`src/rtl/cprc_pkg.sv`:
```
// constants for the clock, power and reset control block
`default_nettype none
package cprc_pkg;
  // machine cycle: six states of two phases, one phase per halved clock
  localparam int unsigned CPRC_STATES = 6;
  localparam int unsigned CPRC_PHASES_PER_MC = 12;
  localparam logic [3:0] CPRC_PHASE_LAST = 4'hb;
  // state five phase two, counted from zero
  localparam logic [3:0] CPRC_PHASE_STATE_FIVE_PHASE_TWO = 4'h9;
  // reset accepted after this many consecutive high samples
  localparam logic [1:0] CPRC_RST_SAMPLES = 2'h2;
  // power control register layout
  localparam int unsigned CPRC_POWER_CONTROL_REGISTER_IDLE = 0;
  localparam int unsigned CPRC_POWER_CONTROL_REGISTER_PD = 1;
  localparam int unsigned CPRC_POWER_CONTROL_REGISTER_GF0 = 2;
  localparam int unsigned CPRC_POWER_CONTROL_REGISTER_GF1 = 3;
  localparam int unsigned CPRC_POWER_CONTROL_REGISTER_COLD = 4;
  localparam logic [7:0] CPRC_POWER_CONTROL_REGISTER_RST = 8'h00;
  localparam logic [7:0] CPRC_POWER_CONTROL_REGISTER_WMASK = 8'h1f;
  localparam logic [7:0] CPRC_PORT_RST = 8'hff;
  localparam logic [7:0] CPRC_SP_RST = 8'h07;
  localparam logic [7:0] CPRC_SFR_RST = 8'h00;
  typedef enum logic [1:0] {CPRC_RUN, CPRC_IDLE, CPRC_PDOWN} cprc_mode_t;
endpackage
`default_nettype wire

```
`src/rtl/cprc_ctrl.sv`:
```
// clock division, idle and power-down control, reset filtering and reset values
`timescale 1ns/10ps
`default_nettype none
// Contract
// - divide input clock by two and run internal timing on the halved clock
// - writing one to the idle request bit enters idle mode
// - idle gates processor clock; peripherals and interrupts stay clocked
// - enabled interrupt or reset ends idle and restarts processor clock
// - power-down request stops all clocks and the oscillator
// - power-down is left only by reset; interrupts do not wake it
// - reset input sampled once per machine cycle at state five phase two; the code reads it on every clock in power-down and for release
// - reset input filtered so short glitches cause no reset; in power-down the pin is unfiltered and a glitch wakes the part
// - during reset ports load all ones and stack pointer loads seven
// - reset clears power control except cold boot flag; serial buffer kept
// - cold boot flag set at power-on, cleared only by software write
module cprc_ctrl
  import cprc_pkg::*;
(
  input wire logic i_mclk, // oscillator input clock
  input wire logic i_srst, // power-on reset, synchronous
  input wire logic i_ext_rst, // external reset pin, asynchronous
  input wire logic i_irq, // enabled interrupt pending, same domain
  input wire logic i_power_control_register_we, // power control register write strobe
  input wire logic [7:0] i_power_control_register_wdata, // power control write data
  input wire logic i_serial_buffer_we, // serial buffer write strobe
  input wire logic [7:0] i_serial_buffer_wdata, // serial buffer write data
  output logic o_osc_en, // oscillator enable, low in power-down
  output logic o_phase_en, // halved-clock tick for all internal logic
  output logic o_cpu_clk_en, // processor clock gate
  output logic o_periph_clk_en, // peripheral and interrupt clock gate
  output logic [3:0] o_phase, // phase index within machine cycle
  output logic o_sys_rst, // internal reset, filtered
  output logic [7:0] o_power_control_register, // power control register
  output logic [7:0] o_port_latch, // port latch reset image
  output logic [7:0] o_sp, // stack pointer reset image
  output logic [7:0] o_sfr, // other special registers reset image
  output logic [7:0] o_serial_buffer, // serial buffer, not reset
  output logic [1:0] o_mode // current power mode
);
  // ****************************************
  // input synchronisers
  // ****************************************
  // pin is asynchronous to the oscillator; only rst_sync is read below
  logic rst_meta;
  logic rst_sync;
  always_ff @(posedge i_mclk) begin
    rst_meta <= i_ext_rst;
    rst_sync <= rst_meta;
  end

  // ****************************************
  // divide by two and phase counter
  // ****************************************
  logic half;
  logic [3:0] phase;
  cprc_mode_t mode;
  cprc_mode_t next_mode;
  // one decode of the mode register, shared by gating and readback
  wire in_run = (mode == CPRC_RUN);
  wire in_idle = (mode == CPRC_IDLE);
  wire in_pdown = (mode == CPRC_PDOWN);
  wire tick = half & !in_pdown;
  wire mc_end = tick & (phase == CPRC_PHASE_LAST);
  wire sample_pt = tick & (phase == CPRC_PHASE_STATE_FIVE_PHASE_TWO);

  // halved clock only; input duty cycle never reaches timing
  always_ff @(posedge i_mclk) begin
    if (i_srst || in_pdown) begin
      half <= 1'b0;
    end else begin
      half <= ~half;
    end
  end

  // twelve ticks make one machine cycle; the count stalls in power-down
  always_ff @(posedge i_mclk) begin
    if (i_srst) begin
      phase <= 4'h0;
    end else if (mc_end) begin
      phase <= 4'h0;
    end else if (tick) begin
      phase <= phase + 4'h1;
    end
  end

  // ****************************************
  // reset filter
  // ****************************************
  // a lone high sample is a glitch; two in a row is a real reset
  logic [1:0] rst_cnt;
  logic ext_rst_q;
  wire [1:0] next_rst_cnt = !rst_sync ? 2'h0 :
                            (rst_cnt == CPRC_RST_SAMPLES) ? rst_cnt : rst_cnt + 2'h1;
  // in power-down the phase stalls, so the pin is read unsampled there
  // limitation: no filtering there, so a glitch in power-down also wakes the part
  wire pd_wake = in_pdown & rst_sync;

  // the count saturates, so a long reset stays accepted at every sample
  always_ff @(posedge i_mclk) begin
    if (i_srst) begin
      rst_cnt <= 2'h0;
    end else if (sample_pt) begin
      rst_cnt <= next_rst_cnt;
    end
  end

  always_ff @(posedge i_mclk) begin
    if (i_srst) begin
      ext_rst_q <= 1'b0;
    end else if (sample_pt) begin
      // once asserted, stay asserted for as long as the pin is held
      ext_rst_q <= (next_rst_cnt == CPRC_RST_SAMPLES) || (ext_rst_q && rst_sync);
    end else if (pd_wake) begin
      ext_rst_q <= 1'b1;
    end else if (!rst_sync) begin
      ext_rst_q <= 1'b0;
    end
  end

  // power-on and filtered pin reset act alike except on the cold boot flag, divider, phase count and filter, which only power-on resets
  wire sys_rst = i_srst | ext_rst_q;

  // ****************************************
  // power mode
  // ****************************************
  wire pd_req = i_power_control_register_we & i_power_control_register_wdata[CPRC_POWER_CONTROL_REGISTER_PD];
  wire idle_req = i_power_control_register_we & i_power_control_register_wdata[CPRC_POWER_CONTROL_REGISTER_IDLE];

  always_comb begin
    next_mode = mode;
    case (mode)
      CPRC_RUN: begin
        // power-down is tested first, so both bits together mean power-down
        if (pd_req) begin
          next_mode = CPRC_PDOWN;
        end else if (idle_req) begin
          next_mode = CPRC_IDLE;
        end
      end
      CPRC_IDLE: begin
        if (i_irq) begin
          next_mode = CPRC_RUN;
        end
      end
      CPRC_PDOWN: begin
        next_mode = CPRC_PDOWN;
      end
      default: begin
        next_mode = CPRC_RUN;
      end
    endcase
  end

  // any reset lands in run, whatever request was pending
  always_ff @(posedge i_mclk) begin
    if (sys_rst) begin
      mode <= CPRC_RUN;
    end else begin
      mode <= next_mode;
    end
  end

  // ****************************************
  // power control and reset images
  // ****************************************
  logic [7:0] power_control_register;
  logic cold;
  // mode bits read back the live mode, so they drop when the mode ends
  wire [7:0] power_control_register_ctl = {4'h0, power_control_register[CPRC_POWER_CONTROL_REGISTER_GF1:CPRC_POWER_CONTROL_REGISTER_GF0],
                         in_pdown, in_idle};

  always_ff @(posedge i_mclk) begin
    if (sys_rst) begin
      power_control_register <= CPRC_POWER_CONTROL_REGISTER_RST;
    end else if (i_power_control_register_we) begin
      power_control_register <= i_power_control_register_wdata & CPRC_POWER_CONTROL_REGISTER_WMASK;
    end
  end

  // power-on and software writes set it; external reset leaves it as software left it
  always_ff @(posedge i_mclk) begin
    if (i_srst) begin
      cold <= 1'b1;
    end else if (i_power_control_register_we) begin
      cold <= i_power_control_register_wdata[CPRC_POWER_CONTROL_REGISTER_COLD];
    end
  end

  // only the reset images live here; normal running holds them
  always_ff @(posedge i_mclk) begin
    if (sys_rst) begin
      o_port_latch <= CPRC_PORT_RST;
      o_sp <= CPRC_SP_RST;
      o_sfr <= CPRC_SFR_RST;
    end else begin
      o_port_latch <= o_port_latch;
      o_sp <= o_sp;
      o_sfr <= o_sfr;
    end
  end

  // serial buffer deliberately has no reset term
  always_ff @(posedge i_mclk) begin
    if (i_serial_buffer_we) begin
      o_serial_buffer <= i_serial_buffer_wdata;
    end
  end

  // ****************************************
  // clock gates and outputs
  // ****************************************
  // oscillator stops with the mode; only a reset, from the pin or power-on, can restart it
  assign o_osc_en = !in_pdown;
  assign o_phase_en = tick;
  assign o_cpu_clk_en = tick & in_run;
  assign o_periph_clk_en = tick;
  assign o_phase = phase;
  assign o_sys_rst = sys_rst;
  assign o_power_control_register = {power_control_register_ctl[7:5], cold, power_control_register_ctl[3:0]};
  assign o_mode = mode;
endmodule
`default_nettype wire

```
`config.mk`:
```
export PLATFORM = sky130hd
export DESIGN_NAME = cprc_ctrl
export DESIGN_NICKNAME = d
export VERILOG_FILES = /design/src/rtl/cprc_pkg.sv /design/src/rtl/cprc_ctrl.sv
export SDC_FILE = /design/constraint.sdc
export NUM_CORES = 1
export LEC_CHECK = 0
export BUFFER_PORTS_ARGS = -buffer_cell sky130_fd_sc_hd__buf_4
export CAP_MARGIN = 10
export CORE_UTILIZATION = 42
export CTS_BUF_LIST = sky130_fd_sc_hd__clkbuf_16
export DETAILED_ROUTE_END_ITERATION = 12
export PLACE_DENSITY = 0.79
export SLEW_MARGIN = 20
export SYNTH_ARGS = -nofsm -noshare
export SYNTH_HDL_FRONTEND = slang
export SYNTH_SLANG_ARGS = --single-unit
```
`constraint.sdc`:
```
create_clock -name i_mclk -period 1.7 [get_ports i_mclk]
set_input_delay 0.34 -clock i_mclk [delete_from_list [all_inputs] [get_ports i_mclk]]
set_output_delay 0.34 -clock i_mclk [all_outputs]
set_load 0.01 [all_outputs]
```
# ---- After elaboration in Yosys (flattened, before gate mapping)
# Cells that the tools add are included.
dict set report totals {
  word_cells 46
  output_inout_bits 51
  register_bits 25
  in_bits 22
}
dict set report op_classes {
  n_reduce_logical 7
  bitwise_logic 9
  addsub 2
  eq_ne 9
  n_mux 9
}
# operator count
set op_table {}
lappend op_table {{2-to-1 mux 2 bit} 5}
lappend op_table {{== test 4 bit, second input constant} 2}
lappend op_table {{AND 1 bit} 7}
lappend op_table {{== test 2 bit, second input constant} 3}
lappend op_table {{!= test 3 x 1 -> 1 bit, second input constant} 2}
lappend op_table {{one-hot mux 2 bit (3 select lines)} 1}
lappend op_table {{adder 4 x 1 -> 4 bit, second input constant} 1}
lappend op_table {{2-to-1 mux 1 bit} 3}
lappend op_table {{adder 2 x 1 -> 2 bit, second input constant} 1}
lappend op_table {{== test 2 x 1 -> 1 bit, second input constant} 1}
lappend op_table {{logical NOT 2 bit} 1}
lappend op_table {{logical OR 1 bit} 2}
lappend op_table {{!= test 2 bit, second input constant} 1}
lappend op_table {{AND reduction 2 bit} 1}
lappend op_table {{OR reduction 2 bit} 1}
lappend op_table {{logical AND 1 bit} 1}
lappend op_table {{logical NOT 1 bit} 1}
lappend op_table {{inverter 1 bit} 1}
lappend op_table {{OR 1 bit} 1}

# ---- Longest topological paths before layout
dict set report logic_depth {
  ltp_word 6
  ltp_mapped 5
  ltp_nobuf 5
}

# ---- Worst setup path after synthesis
# Ideal clock, no wire load.
dict set report synth_timing {
  path_kind {reg-to-output}
  from {register mode[0] (netlist: o_mode[0])}
  to {output o_phase_en}
  path_slack_ns 0.197
  path_buffers 2
  stages_incl_launch_ff 6
  required_ns 1.360
  t_arrival_ns 1.163
  path_cell_list {dfxtp_1 > nand2b_4 > inv_4 > buf_6 > nor2_1 > buf_4}
}
dict set report synth_via {
  elab_chain_cells 3
}
# item line_no
set synth_rtl {}
lappend synth_rtl {{from (decl)} cprc_ctrl.sv:56} ;# cprc_mode_t mode;
lappend synth_rtl {{from (signal assigned)} cprc_ctrl.sv:159} ;# mode <= next_mode;
lappend synth_rtl {{== test 2 bit} cprc_ctrl.sv:61} ;# wire in_pdown = (mode == CPRC_PDOWN);
lappend synth_rtl {{logical NOT 1 bit} -}
lappend synth_rtl {{net o_osc_en} cprc_ctrl.sv:27} ;# output logic o_osc_en,
lappend synth_rtl {{AND 1 bit} cprc_ctrl.sv:62} ;# wire tick = half & !in_pdown;
lappend synth_rtl {{to (decl)} cprc_ctrl.sv:28} ;# output logic o_phase_en,
# The timed path passes the listed nets, and every way through them passes these cells.

# ---- Worst setup path after layout
dict set report layout_timing {
  from {register mode[0] (netlist: o_mode[0])}
  to {output o_phase_en}
}
dict set report layout_via {
  elab_chain_cells 3
}
# item line_no
set layout_rtl {}
lappend layout_rtl {{== test 2 bit} cprc_ctrl.sv:61}
lappend layout_rtl {{logical NOT 1 bit} cprc_ctrl.sv:62}
lappend layout_rtl {{AND 1 bit} cprc_ctrl.sv:62}
# No other way between the ends.

==> results.yml <==
timing:
  grt_setup_unrepaired: "false"
  setup_viol: 0
  period_needed_ps: 1590
  max_freq_mhz: 631
  skew_ps: 4.23
  drv_slew: 0
  finalHoldViolCount: 0
  tns_ps: 0
  fin_crit_sh_pct: 93.3
logic_synthesis:
  synth-edff-count: 8
  syn_inst: 118
  synth_area_sq_mm: 0.00117
  yosysWarningCount: 0
  yosys_register_bits: 23
  yosysSeqAreaShare_pct: 46.0
  async_flop_share_pct: 0
  yosysUniqueCellTypes: 30
  synthFlopType: "dfxtp_1"
  synth.avg_cell_area_sq_um: 9.96
clock_tree:
  cts_root_buffer: "clkbuf_16"
  cts_tree: "built"
  clk_pin_slew_ps: 60
  cts-buffers-inserted: 3
  post_cts_buffers: 0
  ctsHoldBuffers: 0
  cts-resized-gates: 0
  clkLatencyLatePin_ps: 250
  clk_path_buf_depth: 2
  clock-sinks: 23
  cts_max_level: 1
floorplanning:
  fp.coreArea_sq_mm: 0.00257
  die_area_sq_mm: 0.00301
  rows: 18
  io_pins: 73
  fp.dieW_um: 54.9
  initial_core_util_pct: 45.8
  die_height_um: 54.9
global_routing:
  grt-ovfl-total: 0
  grt_pass1_wl_um: 3140
  track_usage_pct: 14.9
  grt_antenna_before_repair: 0
  grt_pass1_vias: 747
  grt_max_degree: 13
outcome:
  outcome: "finished clean"
finish:
  drive_gt1_share_pct: 31.8
  layout_commonest_cell: "buf_4"
  diodes: 0
  finalInstanceArea_sq_mm: 0.00145
  area_growth_pct: 23.0
  layout_common_cells: "buf_4 (42), conb_1 (27), dfxtp_1 (15), inv_1 (8), edfxtp_1 (8)"
  fin_nets: 180
  final_util_pct: 56.3
placement:
  port_buffers: 42
  dp_hpwl_um: 1590
  place.gp.congestion: 0.755
  placed_cell_area_sq_mm: 0.00137
worst_hold_path:
  worstHoldPathType: "input port to flip-flop"
  hold_end: "rst_meta"
  hp-start: "i_ext_rst"
  hold_path_depth: 1
routing:
  drc: 0
  vias_per_cell: 4.67
  wl_um: 2090
  ant_nets: 0
  via_count: 860
  drtIter0Drc: 2
  wl_per_cell_um: 11.3
  drt_pass1_iterations: 3
power:
  finalPower_mw: 1.31
  p_leak_nw: 0.652
  peakVddDrop_uv: 558
  powerDensity_mw_per_mm2: 908
worst_setup_path:
  end_kind: "output port"
  r2r_end: "rst_cnt[0]"
  critPathMaxFanout: 12
  regToRegSetupSlack_ps: 210
  crit_type: "flip-flop to output port"
  arrival_ps: 1250
  startpoint_type: "flip-flop"
  worstPathRequired_ps: 1360
  r2r-start: "o_phase[0]"
  ff2ff_path_depth: 4
run:
  maxCapViolations: 0
through the flow:
| stage | instances | setup slack (ps) | hold slack, ps |
|---|---|---|---|
| after floorplan | 143 | 197 | 310 |
| after detailed placement | 180 | 233 | 319 |
| final | 184 | 114 | 191 |
| after global placement | 180 | 297 | 312 |
| after global routing | 184 | 37.7 | 190 |
| after CTS | 184 | 105 | 192 |
logic make-up after synthesis:
family	Yosys count	synth area share, %
buffers and inverters	43	24.5
AND/OR/NAND/NOR	29	15.4
flip-flops	23	46.0
AO/OA/AOI/OAI	16	8.52
adder cells (fa/ha/maj)	3	3.20
multiplexers	2	1.70
other	2	0.639
metal layers:
layer / global-route usage (%) / vias to the layer above / share of wire [%]
met4: 5.00 / 0 / 0.86
met3: 4.37 / 4 / 9.2
met5: 0 / - / 0
met2: 27.7 / 47 / 51
met1: 15.9 / 396 / 39
li1: - / 413 / -
critical path, cell delays in order (launching register included):
cell and delay, ps:
dfxtp_1 430, nand2b_4 220, inv_4 80, nor2_1 130
buf_4 140
report_power, final:
part           switching [mW]  internal (mW)
registers              0.0209          0.603
logic                   0.106         0.0955
clock network           0.173          0.313
total                   0.300           1.01
Yosys cell counts (2+ instances only):
library cell	number	area share (%)
a21oi_1	7	3.0
dfxtp_1	15	26
conb_1	2	0.64
buf_4	31	20
o21ai_0	2	0.85
nand2_1	3	0.96
inv_1	7	2.2
clkbuf_1	3	0.96
nand2b_1	2	1.1
nor2b_1	2	1.1
nand3b_1	2	1.3
ha_1	3	3.2
nor3_1	4	1.7
o31ai_1	4	2.6
nor2_1	5	1.6
or4_1	3	1.9
nand4b_1	2	1.5
edfxtp_1	8	20
mux2i_1	2	1.7
sequential cells by signal (all words and copies together), names as in the netlist:
signal,flops
o_serial_buffer,8
rst_sync,1
cold,1
o_phase,4
o_mode,2
rst_meta,1
half,1
power_control_register,2
rst_cnt,2
ext_rst_q,1
layout make-up:
class | instances | area [sq um]
Inverter | 8 | 32.5
Clock buffer | 3 | 75.1
Fill cell | 240 | 1120
Tap cell | 30 | 37.5
Multi-Input combinational cell | 77 | 440
Sequential cell | 23 | 541
Clock inverter | 1 | 3.75
Timing Repair Buffer | 42 | 315
worst max-delay path by stage:
stage / start / to / depth (start not counted)
floorplan: o_mode[0] / o_phase_en / 5
global placement: o_phase[0] / rst_cnt[1] / 4
detailed placement: o_phase[0] / rst_cnt[1] / 4
CTS: o_mode[0] / o_periph_clk_en / 4
global route: o_mode[0] / o_phase_en / 4
finish: o_mode[0] / o_phase_en / 4
No activity file was read; power rests on OpenSTA's default activity.
